**src/hdl/cpfl_pkg.sv**
```systemverilog
// Operation
// - Junction hot holds channel off; flag low only while its input is high.
// - Junction-hot indication turns the channel off.
// - Channel restarts only once junction drops below restart threshold.
// - Shutdown and restart repeat while overload persists, never latching off.
// - Case hot during junction protection switches off the faulted channels.
// - Case restart waits until faulted junctions and case have both cleared.
// - Fault flag held low while junction event active, released on its reset; the code keeps it low only while that channel's input is also high.
// - Case hot without any junction event leaves the fault flag inactive.
// - Process-supply undervoltage forces outputs off; fault flag holds its level unless a communication error is present.
// - Don't-care outputs keep previous value, e.g. on first communication error.
// - Watchdog timeout disables outputs until a new update arrives.
// - Communication error asserts flag; outputs off at error during refresh.
package cpfl_pkg;
    localparam int CH_NUM = 8;
    // Watchdog timeout, microseconds; value is a plain default.
    localparam int WD_TIMEOUT_US = 100;
    localparam int CLK_MHZ = 20;
    localparam int WD_CYCLES = WD_TIMEOUT_US * CLK_MHZ;
    localparam logic [7:0] CH_OFF = 8'h00;
endpackage

```
**src/hdl/cpfl_top.sv**
```systemverilog
`timescale 1ns/1ns
module cpfl_top
(
    // Clock and reset.
    input wire logic CLOCK_IN,
    input wire logic RST_N_IN,
    // Channel drive and comparator events.
    input wire logic [7:0] CHANNEL_DRIVE_INPUT_IN,
    input wire logic [7:0] JUNCTION_HOT_IN,
    input wire logic CASE_HOT_IN,
    input wire logic PROCESS_SUPPLY_UV_IN,
    // Logic-side update and communication events.
    input wire logic UPDATE_IN,
    input wire logic COMM_ERROR_IN,
    input wire logic REFRESH_XFER_IN,
    // Outputs.
    output logic [7:0] CHANNEL_SWITCH_OUTPUT_OUT,
    output logic FAULT_N_OUT,
    output logic FAULT_N_OE_N_OUT
);
    logic [7:0] case_off_reg;
    logic wd_expired_reg;
    logic comm_off_reg;
    logic [7:0] case_mask;
    logic [$clog2(cpfl_pkg::WD_CYCLES+1)-1:0] wd_cnt_reg;
    logic [7:0] out_next;
    logic fault_next;

    // ========================================
    // Case over-temperature shutdown state
    // ========================================
    always_ff @(posedge CLOCK_IN)
    begin
        if (!RST_N_IN)
            case_off_reg <= cpfl_pkg::CH_OFF;
        else if (CASE_HOT_IN)
            case_off_reg <= case_off_reg | JUNCTION_HOT_IN;
        else if ((case_off_reg & JUNCTION_HOT_IN) == cpfl_pkg::CH_OFF)
            case_off_reg <= cpfl_pkg::CH_OFF;
    end

    // ========================================
    // Watchdog
    // ========================================
    always_ff @(posedge CLOCK_IN)
    begin
        if (!RST_N_IN)
        begin
            wd_cnt_reg <= '0;
            wd_expired_reg <= 1'h0;
        end
        else if (UPDATE_IN)
        begin
            wd_cnt_reg <= '0;
            wd_expired_reg <= 1'h0;
        end
        else if (wd_cnt_reg == ($bits(wd_cnt_reg))'(cpfl_pkg::WD_CYCLES - 1))
            wd_expired_reg <= 1'h1;
        else
            wd_cnt_reg <= wd_cnt_reg + 1'h1;
    end

    // ========================================
    // Communication error
    // ========================================
    always_ff @(posedge CLOCK_IN)
    begin
        if (!RST_N_IN)
        begin
            comm_off_reg <= 1'h0;
        end
        else
        begin
            // An error during a refresh transfer keeps every output off until a clean update.
            if (COMM_ERROR_IN && REFRESH_XFER_IN)
                comm_off_reg <= 1'h1;
            else if (UPDATE_IN && !COMM_ERROR_IN)
                comm_off_reg <= 1'h0;
        end
    end

    // ========================================
    // Output decision
    // ========================================
    always_comb
    begin
        // A latched case shutdown drops in the same cycle that its release condition holds.
        if (CASE_HOT_IN || (case_off_reg & JUNCTION_HOT_IN) != cpfl_pkg::CH_OFF)
            case_mask = case_off_reg;
        else
            case_mask = cpfl_pkg::CH_OFF;
        // Junction hot gates each channel; restart is the comparator's own hysteresis.
        out_next = CHANNEL_DRIVE_INPUT_IN & ~JUNCTION_HOT_IN & ~case_mask;
        // Frozen outputs still obey the thermal protections.
        if (COMM_ERROR_IN && !REFRESH_XFER_IN)
            out_next = CHANNEL_SWITCH_OUTPUT_OUT & ~JUNCTION_HOT_IN & ~case_mask;
        if (PROCESS_SUPPLY_UV_IN || wd_expired_reg || comm_off_reg
            || (COMM_ERROR_IN && REFRESH_XFER_IN))
            out_next = cpfl_pkg::CH_OFF;
        fault_next = ~(|(JUNCTION_HOT_IN & CHANNEL_DRIVE_INPUT_IN) || COMM_ERROR_IN);
        if (PROCESS_SUPPLY_UV_IN && !COMM_ERROR_IN)
            fault_next = FAULT_N_OUT;
    end

    always_ff @(posedge CLOCK_IN)
    begin
        if (!RST_N_IN)
        begin
            CHANNEL_SWITCH_OUTPUT_OUT <= cpfl_pkg::CH_OFF;
            FAULT_N_OUT <= 1'h1;
            FAULT_N_OE_N_OUT <= 1'h1;
        end
        else
        begin
            CHANNEL_SWITCH_OUTPUT_OUT <= out_next;
            FAULT_N_OUT <= fault_next;
            FAULT_N_OE_N_OUT <= fault_next;
        end
    end

    // ========================================
    // Assertions
    // ========================================
    property p_junction_off;
        @(posedge CLOCK_IN) disable iff (!RST_N_IN)
        JUNCTION_HOT_IN[0] |=> !CHANNEL_SWITCH_OUTPUT_OUT[0];
    endproperty
    a_junction_off: assert property (p_junction_off) else $error("hot channel on");

    property p_fault_drive;
        @(posedge CLOCK_IN) disable iff (!RST_N_IN)
        (JUNCTION_HOT_IN[0] && CHANNEL_DRIVE_INPUT_IN[0] && !PROCESS_SUPPLY_UV_IN) |=> !FAULT_N_OUT;
    endproperty
    a_fault_drive: assert property (p_fault_drive) else $error("fault not low");

    property p_normal;
        @(posedge CLOCK_IN) disable iff (!RST_N_IN)
        (JUNCTION_HOT_IN == 8'h00 && !CASE_HOT_IN && !COMM_ERROR_IN && !PROCESS_SUPPLY_UV_IN
            && !wd_expired_reg && !comm_off_reg && !$past(PROCESS_SUPPLY_UV_IN))
        |=> (CHANNEL_SWITCH_OUTPUT_OUT == $past(CHANNEL_DRIVE_INPUT_IN)) && FAULT_N_OUT;
    endproperty
    a_normal: assert property (p_normal) else $error("normal mismatch");

    property p_uv_off;
        @(posedge CLOCK_IN) disable iff (!RST_N_IN)
        PROCESS_SUPPLY_UV_IN && !COMM_ERROR_IN |=> CHANNEL_SWITCH_OUTPUT_OUT == 8'h00
            && FAULT_N_OUT == $past(FAULT_N_OUT);
    endproperty
    a_uv_off: assert property (p_uv_off) else $error("uvlo wrong");

    property p_case_no_fault;
        @(posedge CLOCK_IN) disable iff (!RST_N_IN)
        CASE_HOT_IN && JUNCTION_HOT_IN == 8'h00 && !COMM_ERROR_IN && !PROCESS_SUPPLY_UV_IN
        |=> FAULT_N_OUT;
    endproperty
    a_case_no_fault: assert property (p_case_no_fault) else $error("case flagged");

    property p_case_hold;
        @(posedge CLOCK_IN) disable iff (!RST_N_IN)
        CASE_HOT_IN && JUNCTION_HOT_IN[0] ##1 CASE_HOT_IN [*2] |=> !CHANNEL_SWITCH_OUTPUT_OUT[0];
    endproperty
    a_case_hold: assert property (p_case_hold) else $error("case channel on");

    property p_wd;
        @(posedge CLOCK_IN) disable iff (!RST_N_IN)
        wd_expired_reg && !UPDATE_IN |=> CHANNEL_SWITCH_OUTPUT_OUT == 8'h00;
    endproperty
    a_wd: assert property (p_wd) else $error("watchdog outputs on");

    property p_comm_fault;
        @(posedge CLOCK_IN) disable iff (!RST_N_IN)
        COMM_ERROR_IN |=> !FAULT_N_OUT && !FAULT_N_OE_N_OUT;
    endproperty
    a_comm_fault: assert property (p_comm_fault) else $error("comm flag missing");

    property p_comm_hold;
        @(posedge CLOCK_IN) disable iff (!RST_N_IN)
        COMM_ERROR_IN && !REFRESH_XFER_IN && !PROCESS_SUPPLY_UV_IN && !wd_expired_reg
            && JUNCTION_HOT_IN == 8'h00 && !comm_off_reg |=> $stable(CHANNEL_SWITCH_OUTPUT_OUT);
    endproperty
    a_comm_hold: assert property (p_comm_hold) else $error("outputs moved");

    property p_fault_or;
        @(posedge CLOCK_IN) disable iff (!RST_N_IN)
        (|(JUNCTION_HOT_IN & CHANNEL_DRIVE_INPUT_IN) && !PROCESS_SUPPLY_UV_IN) || COMM_ERROR_IN
        |=> !FAULT_N_OE_N_OUT;
    endproperty
    a_fault_or: assert property (p_fault_or) else $error("open drain not driven");

    property p_fault_release;
        @(posedge CLOCK_IN) disable iff (!RST_N_IN)
        (JUNCTION_HOT_IN & CHANNEL_DRIVE_INPUT_IN) == 8'h00 && !COMM_ERROR_IN
            && !PROCESS_SUPPLY_UV_IN |=> FAULT_N_OUT && FAULT_N_OE_N_OUT;
    endproperty
    a_fault_release: assert property (p_fault_release) else $error("fault not released");

    property p_refresh_error_off;
        @(posedge CLOCK_IN) disable iff (!RST_N_IN)
        COMM_ERROR_IN && REFRESH_XFER_IN |=> CHANNEL_SWITCH_OUTPUT_OUT == 8'h00;
    endproperty
    a_refresh_error_off: assert property (p_refresh_error_off) else $error("outputs on");

    property p_comm_latch;
        @(posedge CLOCK_IN) disable iff (!RST_N_IN)
        comm_off_reg |=> CHANNEL_SWITCH_OUTPUT_OUT == 8'h00;
    endproperty
    a_comm_latch: assert property (p_comm_latch) else $error("latched outputs on");

    property p_case_release;
        @(posedge CLOCK_IN) disable iff (!RST_N_IN)
        case_off_reg[0] && (CASE_HOT_IN || JUNCTION_HOT_IN[0]) |=> !CHANNEL_SWITCH_OUTPUT_OUT[0];
    endproperty
    a_case_release: assert property (p_case_release) else $error("early case restart");

    property p_restart;
        @(posedge CLOCK_IN) disable iff (!RST_N_IN)
        CHANNEL_DRIVE_INPUT_IN[0] && !JUNCTION_HOT_IN[0] && !case_off_reg[0] && !COMM_ERROR_IN
            && !PROCESS_SUPPLY_UV_IN && !wd_expired_reg && !comm_off_reg
        |=> CHANNEL_SWITCH_OUTPUT_OUT[0];
    endproperty
    a_restart: assert property (p_restart) else $error("channel not restarted");

    c_junction: cover property (@(posedge CLOCK_IN) JUNCTION_HOT_IN[0] ##1 !JUNCTION_HOT_IN[0]);
    c_case: cover property (@(posedge CLOCK_IN) case_off_reg != 8'h00);
    c_wd: cover property (@(posedge CLOCK_IN) wd_expired_reg);
    c_comm: cover property (@(posedge CLOCK_IN) comm_off_reg);
    c_case_release: cover property (@(posedge CLOCK_IN)
        case_off_reg != 8'h00 ##1 case_off_reg == 8'h00);
endmodule // cpfl_top

```
**config.mk**
```make
export PLATFORM = sky130hd
export DESIGN_NAME = cpfl_top
export DESIGN_NICKNAME = d
export VERILOG_FILES = /design/src/hdl/cpfl_pkg.sv /design/src/hdl/cpfl_top.sv
export SDC_FILE = /design/constraint.sdc
export NUM_CORES = 1
export LEC_CHECK = 0
export BUFFER_PORTS_ARGS = -buffer_cell sky130_fd_sc_hd__buf_2
export CORE_UTILIZATION = 35
export CTS_BUF_LIST = sky130_fd_sc_hd__clkbuf_8 sky130_fd_sc_hd__clkbuf_16
export CTS_CLUSTER_DIAMETER = 40
export CTS_CLUSTER_SIZE = 28
export DETAILED_ROUTE_END_ITERATION = 10
export PLACE_DENSITY = 0.54
export SLEW_MARGIN = 5
export SYNTH_ARGS = -nofsm -noshare
export SYNTH_HDL_FRONTEND = slang
export SYNTH_SLANG_ARGS = --single-unit
```
**constraint.sdc**
```tcl
create_clock -name CLOCK_IN -period 2.1 [get_ports CLOCK_IN]
set_input_delay 0 -clock CLOCK_IN [delete_from_list [all_inputs] [get_ports CLOCK_IN]]
set_output_delay 0 -clock CLOCK_IN [all_outputs]
set_load 0.02 [all_outputs]
```
After elaboration in Yosys (flattened, before gate mapping)
Index checks and enable logic that the tools add are counted.
{"block": "word_totals", "output_inout_bits": 10, "in_bits": 23, "word_cells": 43, "regBits": 30}
{"block": "op_classes", "n_mux": 6, "bitwise_logic": 11, "n_reduce_logical": 18, "eq_ne": 1, "addsub": 1}
{"operator": "8-bit AND", "count": 6}
{"operator": "8-bit two-way mux", "count": 4}
{"operator": "8-bit NOT", "count": 2}
{"operator": "11-bit by 1-bit adder with 11-bit output, second input constant", "count": 1}
{"operator": "11-bit == test, second input constant", "count": 1}
{"operator": "8-bit zero test", "count": 1}
{"operator": "8-bit bitwise OR", "count": 1}
{"operator": "8-bit nonzero test", "count": 1}
{"operator": "8-bit OR reduction", "count": 1}
{"operator": "1-bit logical OR", "count": 5}
{"operator": "1-bit logical AND", "count": 4}
{"operator": "2-bit nonzero test", "count": 2}
{"operator": "2-bit OR reduction", "count": 2}
{"operator": "1-bit zero test", "count": 2}
{"operator": "1-bit two-way mux", "count": 2}
{"operator": "1-bit NOT", "count": 2}

Depth between registers and ports, before layout
Gate-level depths: netlist of the first run.
{"block": "depth", "depth_word": 7, "ltp_mapped": 5, "ltp_nobuf": 5}

Least setup slack after synthesis of the first run
No wires, ideal clock.
{"block": "synth_path", "path_type": "reg-to-reg", "from": "register wd_cnt_reg[0] (netlist bit)", "to": "register wd_cnt_reg[1] (netlist bit)", "path_buffers": 0, "stages_incl_launch_ff": 6, "t_required_ps": 1972, "arrival_ps": 1453, "period_less_slack_ps": 1580, "slack_ps": 520, "setup_time_ps": 128, "path_cell_list": "dfxtp_1 -> ha_1 -> nand3_1 -> nor4_4 -> mux2i_1 -> nor2_1"}
{"block": "synth_between", "elab_chain_cells": 1, "elab_cells_between_ends": 2, "classes_between": "1 x add/sub; 1 x eq/ne"}
{"item": "start, declared", "line_no": "cpfl_top.sv:25", "text": "logic [$clog2(cpfl_pkg::WD_CYCLES+1)-1:0] wd_cnt_reg;"}
{"item": "start signal, assigned", "line_no": "cpfl_top.sv:60", "text": "wd_cnt_reg <= wd_cnt_reg + 1'h1;"}
{"item": "11-bit by 1-bit adder with 11-bit output or 11-bit == test (tied branches)", "line_no": "cpfl_top.sv:60, cpfl_top.sv:57"}
Several ways; a longest one is shown, not always the timed one.
A chain may end at the register's enable or synchronous reset.

Worst setup path in the final report of the first run
Ends and elaborated chain as after synthesis.

==> reports/results.txt, run 1 <==
total clock buffers created by CTS: 5
Worst Path Arrival: 1.97 ns
worst hold path class: in2reg
Root Buffer: clkbuf_8
Pwr Density: 722.9 nW/um2
# diodes: 0
RePlAce Congestion: 0.8160
synthesized flop and latch total: 30
vias in the first global route: 1143
fin nets: 204
count of different cell masters after synthesis: 32
global route total overflow: 0
post-DR vias/cell: 5.339
Net Sw Frac: 25.36%
TNS Setup: 0 ns
Initial Util: 38.20%
internal power: 0.9086 mW
area leader, netlist: dfxtp_1
first-pass GRT wire length: 5.292 mm
Critical R2R Capture: wd_cnt_reg[1]
post-layout util: 48.56%
Antenna Nets Post-Route: 0
largest net degree at the start of global routing: 21
DRC violations left: 0
register share of total power: 49.8%
die area: 4036 um2
Avg Cell Area, Syn: 9.464 um2
deepest clock path buffer count: 2
setup slack, reg-to-reg: 0.29 ns
outcome: finished, final reports clean
fmax: 553.0 MHz
unrepaired setup endpoints after global routing: false
Final Hold Fails: 0
CTS sink count: 30
post-synthesis sequential area ratio: 45.33%
Final period util: 86.11%
final setup violation count: 0
clk_lat worst skew: 0.28 ns
area share of the largest cell type after synthesis: 45.33%
NetSw: 0.3088 mW
post-place setup slack: 0.2928 ns
Ys Warns: 0
Final Skew: 0.003027 ns
CTS tree: done
logic gate share of total power: 11.4%
area grow syn2layout: 27.10%
Slew Viols, Final: 0
DP Wirelength: 2.278 mm
Clock power frac: 38.8%
Worst R2R Path Depth: 5
Setup crit end: wd_cnt_reg[1]
max reg flops: 11
initial antenna violation count: 0
Maximum Capacitance Violations: 0
Startpoint Class: flop
Worst-Margin Slew: 0.5616 ns
Rows: 21
drt first pass iters: 5
Total Routing Usage GR: 17.24%
crit path launch: wd_cnt_reg[0]
Die H: 63.53 um
WL per Instance: 14.05 um
worst flop-to-flop path startpoint: wd_cnt_reg[0]
number of port buffers: 32
fin crit period: 1.808 ns
H-Tree Depth: 2
DR vias: 1212
Post-Route WL: 3.189 mm
Area contributors post-synth: dfxtp_1 45%, mux2i_1 6.8%, a2111oi_1 6.0%
CP max FO: 8
hold wc startpoint: REFRESH_XFER_IN
Die Span X: 63.53 um
VDD IR max: 0.0002933 V
DR iter-0 viols: 41
P_leak: 0.6932 nW
worst path required time: 2.26 ns
Clock transition at path regs: 0.06 ns
Mapped Cells: 140
synthesized area: 1325 um2
layout cells sized above 1: 24.31%
CORE AREA: 3468 um2
Worst setup EP type: flop
final worst setup slack: 0.2916 ns
I/O pin total: 33
Crit Path Class: reg2reg
Slew HR: 62.56%
Synthesized Nets: 164
[cell type report]
type                    instances  area, um2
clock buffers                   6      82.58
fillers                       328       1784
multi-input cells             101      686.9
flip-flops and latches         30      600.6
inverters                       2      7.507
repair buffers                 40      240.2
well taps                      46      57.56
clock inverters                 2      8.758
[per-layer routing]
metal  share of wire, %  routed length [um]  GRT usage, %
met1                 48                1530         20.86
met2                 46                1477         28.32
met3                5.0                 160         5.072
met4               0.63                  20         6.818
met5                  0                   0             0
[timing repair]
item,4_1_cts,5_1_grt
buffers inserted,0,0
resized for setup,0,0
hold buffers,8,0
hold endpoints to repair,13,0
[cell families after synthesis]
kind of cell	count (synthesis)	share of synthesized area [%]
muxes	9	6.799
xor gates and xnor gates	8	5.288
DFF	30	45.33
buffers and inverters	9	2.833
AOI/OAI and AO/OA	30	17.19
and+or+nand+nor	53	21.62
adders and majority gates	1	0.9441
[through the flow]
step,power [mW],cells,cell area (um2),hold slack [ns]
2_1_floorplan,0.6913,140,1325,0.07684
3_3_place_gp,0.7402,211,1513,0.2206
3_5_place_dp,0.7454,211,1513,0.2284
4_1_cts,1.234,227,1684,0.007378
5_1_grt,1.279,227,1684,0.01457
6_report,1.217,227,1684,0.01631
[worst min-delay path by stage]
stage | to | cells past startpoint
final | comm_off_reg | 3
after global routing | FAULT_N_OE_N_OUT | 3
after CTS | comm_off_reg | 3
after detailed placement | CHANNEL_SWITCH_OUTPUT_OUT[6] | 2
after global placement | CHANNEL_SWITCH_OUTPUT_OUT[6] | 2
after floorplan | CHANNEL_SWITCH_OUTPUT_OUT[0] | 1
[cells in the final DEF (no fill, tap or decap)]
cell and instances:
nand2b_1 3, clkinv_2 1, and3_1 2, nand2_1 12, a2111oi_1 8, and4_1 1, nor4_4 1, ha_1 1
and3_2 1, nand4_1 5, or3_1 1, nor3_1 2, a222oi_1 2, nand3_1 13, a211oi_1 1, nor4b_1 1
dlygate4sd3_1 8, nor2_1 9, buf_2 32, a221oi_2 1, inv_1 3, mux2i_1 9, o21ai_0 11, a22o_2 1
a21boi_0 1, clkbuf_8 6, dfxtp_1 30, xor2_1 8, nand3b_1 1, nand3_2 1, a22o_1 1, a221oi_1 1
a21oi_1 3
[Yosys cell counts, drive strengths merged]
cell and instances:
and4 1, nor4b 1, xor2 8, nor2 9
or3 1, a211oi 1, clkbuf 5, a22o 2
buf 2, nand4 5, a222oi 2, a2111oi 8
nand2 12, nand2b 3, nor4 1, dfxtp 30
nand3b 1, nand3 14, and3 3, ha 1
mux2i 9, o21ai 11, a21boi 1, a21oi 3
a221oi 2, nor3 2, inv 2
[worst max-delay path: stages, from the launching register on]
cell	delay [ns]
dfxtp_1	0.44
ha_1	0.30
nand3_1	0.18
nor4_4	0.47
mux2i_1	0.25
nor2_1	0.05
[power by group through the flow]
stage                     Sequential, mW  Combinational, mW  Clock [mW]
after floorplan                    0.619             0.0719           0
after global placement             0.617              0.123           0
after detailed placement           0.618              0.127           0
after CTS                          0.606              0.139       0.490
after global routing               0.608              0.151       0.521
final                              0.606              0.139       0.473
(Power assumes the default switching activity.)
==> run 2, diff against run 1 <==
Settings changed: CORE_UTILIZATION 35 to 40, PLACE_DENSITY 0.54 to 0.61, SETUP_SLACK_MARGIN set to 0.02.
==> run 2 against run 1 <==
  * Via count grew 0.66%
  * Maximum frequency is 0.49% higher
  * Register-to-register slack hardly changed
  * Die area down 12%
  * Worst hold slack about the same
  * Non-clock buffer count unchanged
  * Routed wire length down 2.8%
  * First-iteration DRC count is 41% higher
  * Clock skew about the same
  * Total power fell by 5.2%
  * Final area decreased by 1.0%
  * Largest power group unchanged
==> reports/results.txt, run 2 (synthesis gave the netlist of run 1 again) <==
CP Cell Sequence: ha_1, nand3_1, nor4_4, mux2i_1, nor2_1
slowest stage cell on the critical path: nor4_4
Worst R2R Path Depth: 5
worst flop-to-flop path startpoint: wd_cnt_reg[0]
Pwr Density: 692.3 nW/um2
DP Wirelength: 2.219 mm
Worst Path Buf+Inv: 0
Crit Path Class: reg2reg
setup bufs post-CTS: 0
Post-Route WL: 3.101 mm
Total Routing Usage GR: 19.61%
die area: 3547 um2
# diodes: 0
Initial Util: 42.70%
Slew HR: 62.89%
Tot Pwr: 1.154 mW
Final Hold Fails: 0
first-pass GRT wire length: 4.981 mm
layout cells sized above 1: 23.33%
Startpoint Class: flop
VDD IR max: 0.0003151 V
worst hold path cell count: 3
largest net degree at the start of global routing: 21
deepest clock path buffer count: 2
final setup violation count: 0
crit-path leading delay family: simple AND/OR/NAND/NOR gates
Root Buffer: clkbuf_8
final instance area: 1667 um2
Critical R2R Capture: wd_cnt_reg[1]
worst path required time: 2.25 ns
CTS sink count: 30
Slew Viols, Final: 0
Antenna Nets Post-Route: 0
RePlAce Congestion: 0.8026
max reg flops: 11
Die H: 59.56 um
CTS resizes: 0
setup slack, reg-to-reg: 0.30 ns
clk_lat worst skew: 0.27 ns
hold wc startpoint: PROCESS_SUPPLY_UV_IN
area grow syn2layout: 25.78%
Worst-Margin Slew: 0.5566 ns
number of port buffers: 32
P_leak: 0.6874 nW
I/O pin total: 33
WL per Instance: 13.84 um
Final period util: 85.70%
max incr delay on CP: 0.46 ns
vias in the first global route: 1124
Worst Path Arrival: 1.95 ns
Die Span X: 59.56 um
crit path launch: wd_cnt_reg[0]
hold endpoint: FAULT_N_OE_N_OUT
Clock transition at path regs: 0.06 ns
outcome: finished, final reports clean
worst hold path class: in2reg
initial antenna violation count: 0
DR vias: 1220
fmax: 555.7 MHz
Maximum Capacitance Violations: 0
CTS tree: done
Worst setup EP type: flop
DR iter-0 viols: 58
unrepaired setup endpoints after global routing: false
CTS Hold Bufs: 8
CP max FO: 8
fin nets: 204
TNS Setup: 0 ns
CORE AREA: 3103 um2
global route total overflow: 0
most frequent cells in the layout: 32 x buf_2, 30 x dfxtp_1, 13 x nand3_1
Rows: 20
placed inst area: 1510 um2
drt first pass iters: 4
Final Skew: 0.003482 ns
commonest non-fill, non-tap cell in the layout: buf_2
H-Tree Depth: 2
DRC violations left: 0
post-DR vias/cell: 5.446
fin crit period: 1.800 ns
total clock buffers created by CTS: 5
==> run 2: cell types whose count changed in the layout (fill, tap and decap cells not counted), sizes merged <==
| cell | previous run | this run |
|---|---|---|
| inv | 3 | 4 |
| clkinv | 1 | 0 |
| clkbuf | 6 | 5 |
==> run 2: worst reg2reg max path, delay by kind of cell (launching register included) <==
kind                     cells  cell delay (ns)
adder cells (fa/ha/maj)      1             0.29
multiplexers                 1             0.25
AND/OR/NAND/NOR              3             0.70
flip-flops                   1             0.44
==> run 2: routing by layer <==
metal  GRT usage, %  wire length [um]  vias to the layer above
li1               -                 -                      598
met1          24.66              1528                      574
met2          30.82              1325                       43
met3          5.895               192                        5
met4          8.970                55                        0
met5              0                 0                        -
==> run 2: layout make-up <==
cell class                      instances  area (um2)
Tap cell                               44       55.05
Multi-Input combinational cell        101       686.9
Inverter                                2       7.507
Fill cell                             314        1436
Clock buffer                            5       68.82
Timing Repair Buffer                   40       240.2
Sequential cell                        30       600.6
Clock inverter                          2       7.507
==> run 2: worst max path at each step <==
stage                         end  slack [ns]  cells past startpoint
detailed placement  wd_cnt_reg[1]        0.32                      5
finish              wd_cnt_reg[1]        0.30                      5
global route        wd_cnt_reg[1]        0.15                      5
floorplan           wd_cnt_reg[1]        0.52                      5
global placement    wd_cnt_reg[1]        0.40                      5
CTS                 wd_cnt_reg[1]        0.31                      5
==> run 2: metrics by stage <==
stage	std cells	hold slack (ns)	utilization, %	worst slack (ns)
final	224	0.01663	53.71	0.3004
after global routing	224	0.02340	53.71	0.1461
after floorplan	140	0.07684	-	0.5198
after detailed placement	209	0.2261	48.67	0.3201
after global placement	209	0.2224	48.67	0.3981
after CTS	224	0.009545	53.71	0.3095
==> run 2: power breakdown <==
| part | total [mW] | switching, mW | internal (mW) | leakage, nW |
|---|---|---|---|---|
| Combinational | 0.139 | 0.0780 | 0.0605 | 0.396 |
| Sequential | 0.607 | 0.0172 | 0.590 | 0.245 |
| Clock | 0.408 | 0.191 | 0.217 | 0.0466 |
| Total | 1.15 | 0.286 | 0.868 | 0.687 |
==> run 3, diff against run 2 <==
Settings changed: CELL_PAD_IN_SITES_DETAIL_PLACEMENT set to 0, CELL_PAD_IN_SITES_GLOBAL_PLACEMENT set to 1, CORE_ASPECT_RATIO set to 0.9, CORE_UTILIZATION 40 to 39, PLACE_DENSITY 0.61 to 0.76, RECOVER_POWER set to 25.
==> run 3 against run 2 <==
  * Flip-flop and latch count unchanged
  * Sequential power about the same
  * Count of clock-buffer cells in the layout unchanged
  * Register-to-register slack improved by 0.02 ns
  * Core utilization decreased by 0.96 points
  * Critical path depth unchanged
  * Largest power group unchanged
  * Clock power increased by 5.1%
  * Routed wire length increased by 1.2%
  * Clock skew decreased by 0.0017 ns
  * Total power increased by 1.7%
  * Die area increased by 2.5%
==> reports/results.txt, run 3 (synthesis gave the netlist of run 1 again) <==
max incr delay on CP: 0.46 ns
Crit Path Class: reg2reg
total clock buffers created by CTS: 5
final worst setup slack: 0.3232 ns
Antenna Nets Post-Route: 0
worst path required time: 2.26 ns
Worst setup EP type: flop
Startpoint Class: flop
internal power: 0.8703 mW
WL per Instance: 14.13 um
Post-Route WL: 3.137 mm
VDD IR max: 0.0003818 V
CORE AREA: 3138 um2
placed inst area: 1508 um2
post-layout util: 52.75%
die area: 3635 um2
first-pass GRT wire length: 5.437 mm
Die H: 57.30 um
area grow syn2layout: 24.93%
Final Hold Fails: 0
post-route insts no fill: 222
largest net degree at the start of global routing: 21
most frequent cells in the layout: 30 x dfxtp_1, 23 x buf_2, 13 x nand3_1
Slew HR: 65.14%
post-place setup slack: 0.3289 ns
Worst-Margin Slew: 0.5229 ns
initial antenna violation count: 0
TNS Setup: 0 ns
# diodes: 0
Clock transition at path regs: 0.06 ns
CP Cell Sequence: ha_1, nand3_1, nor4_4, mux2i_1, nor2_1
CTS tree: done
clk_lat worst skew: 0.28 ns
worst hold path class: in2reg
Net Sw Frac: 25.84%
number of port buffers: 32
final instance area: 1655 um2
area occupied by multi-input gates: 686.9 um2
vias in the first global route: 1192
Die Span X: 63.44 um
Tot Pwr: 1.174 mW
fin nets: 204
NetSw: 0.3032 mW
Slew Viols, Final: 0
fmax: 562.8 MHz
global route total overflow: 0
slowest stage cell on the critical path: nor4_4
commonest non-fill, non-tap cell in the layout: dfxtp_1
DRC violations left: 0
layout cells sized above 1: 19.44%
DR iter-0 viols: 33
Clock power frac: 36.5%
outcome: finished, final reports clean
Root Buffer: clkbuf_8
DP Wirelength: 2.243 mm
Worst Path Arrival: 1.93 ns
Final Skew: 0.001748 ns
max reg flops: 11
Total Routing Usage GR: 19.69%
RePlAce Congestion: 0.7399
unrepaired setup endpoints after global routing: false
worst hold slack: 0.01248 ns
Initial Util: 42.22%
CTS sink count: 30
Final period util: 84.61%
Fillers: 302
H-Tree Depth: 2
FF/Latch Area: 600.6 um2
I/O pin total: 33
P_leak: 0.6474 nW
placed cells: 207
fin crit period: 1.777 ns
setup bufs post-CTS: 0
Rows: 19
Pwr Density: 709.0 nW/um2
Maximum Capacitance Violations: 0
final setup violation count: 0
CP max FO: 8
logic gate share of total power: 11.8%
deepest clock path buffer count: 2
drt first pass iters: 5
register share of total power: 51.7%
post-DR vias/cell: 5.432
DR vias: 1206
run 3: power groups by stage:
stage / clock network, mW / registers, mW / logic (mW)
2_1_floorplan: 0 / 0.619 / 0.0719
3_3_place_gp: 0 / 0.617 / 0.126
3_5_place_dp: 0 / 0.618 / 0.128
4_1_cts: 0.446 / 0.606 / 0.140
5_1_grt: 0.474 / 0.608 / 0.152
6_report: 0.429 / 0.606 / 0.139
run 3: repair_timing:
action | CTS | global route
hold buffers | 8 | 0
resized for setup | 0 | 0
endpoints found under the hold margin | 13 | 0
run 3: cell type report:
type / instances / area share, %
timing repair buffer: 40 / 13.83
inverter: 2 / 0.4535
clock inverter: 2 / 0.6047
multi-input combinational: 101 / 41.50
clock buffer: 5 / 4.157
sequential: 30 / 36.28
tap: 42 / 3.175
run 3: worst max-delay path: cells and delay by family, from the launching register on:
kind	cells	cell delay, ns
simple gates	3	0.69
flops	1	0.43
fa+ha+maj	1	0.28
mux	1	0.24
run 3: worst paths after layout:
| kind | start | end | slack (ns) | cells after the start |
|---|---|---|---|---|
| setup / recovery | wd_cnt_reg[0] | wd_cnt_reg[1] | 0.32 | 5 |
| hold / removal | REFRESH_XFER_IN | comm_off_reg | 0.01 | 3 |
| setup reg to reg | wd_cnt_reg[0] | wd_cnt_reg[1] | 0.32 | 5 |
| hold reg to reg | wd_expired_reg | wd_expired_reg | 0.48 | 2 |
run 3: layer usage:
metal / wire length (um) / vias up / global-route usage, %
met5: 0 / - / 0
met4: 41 / 0 / 6.818
met3: 182 / 6 / 7.000
met2: 1343 / 30 / 30.55
met1: 1570 / 566 / 25.40
li1: - / 604 / -
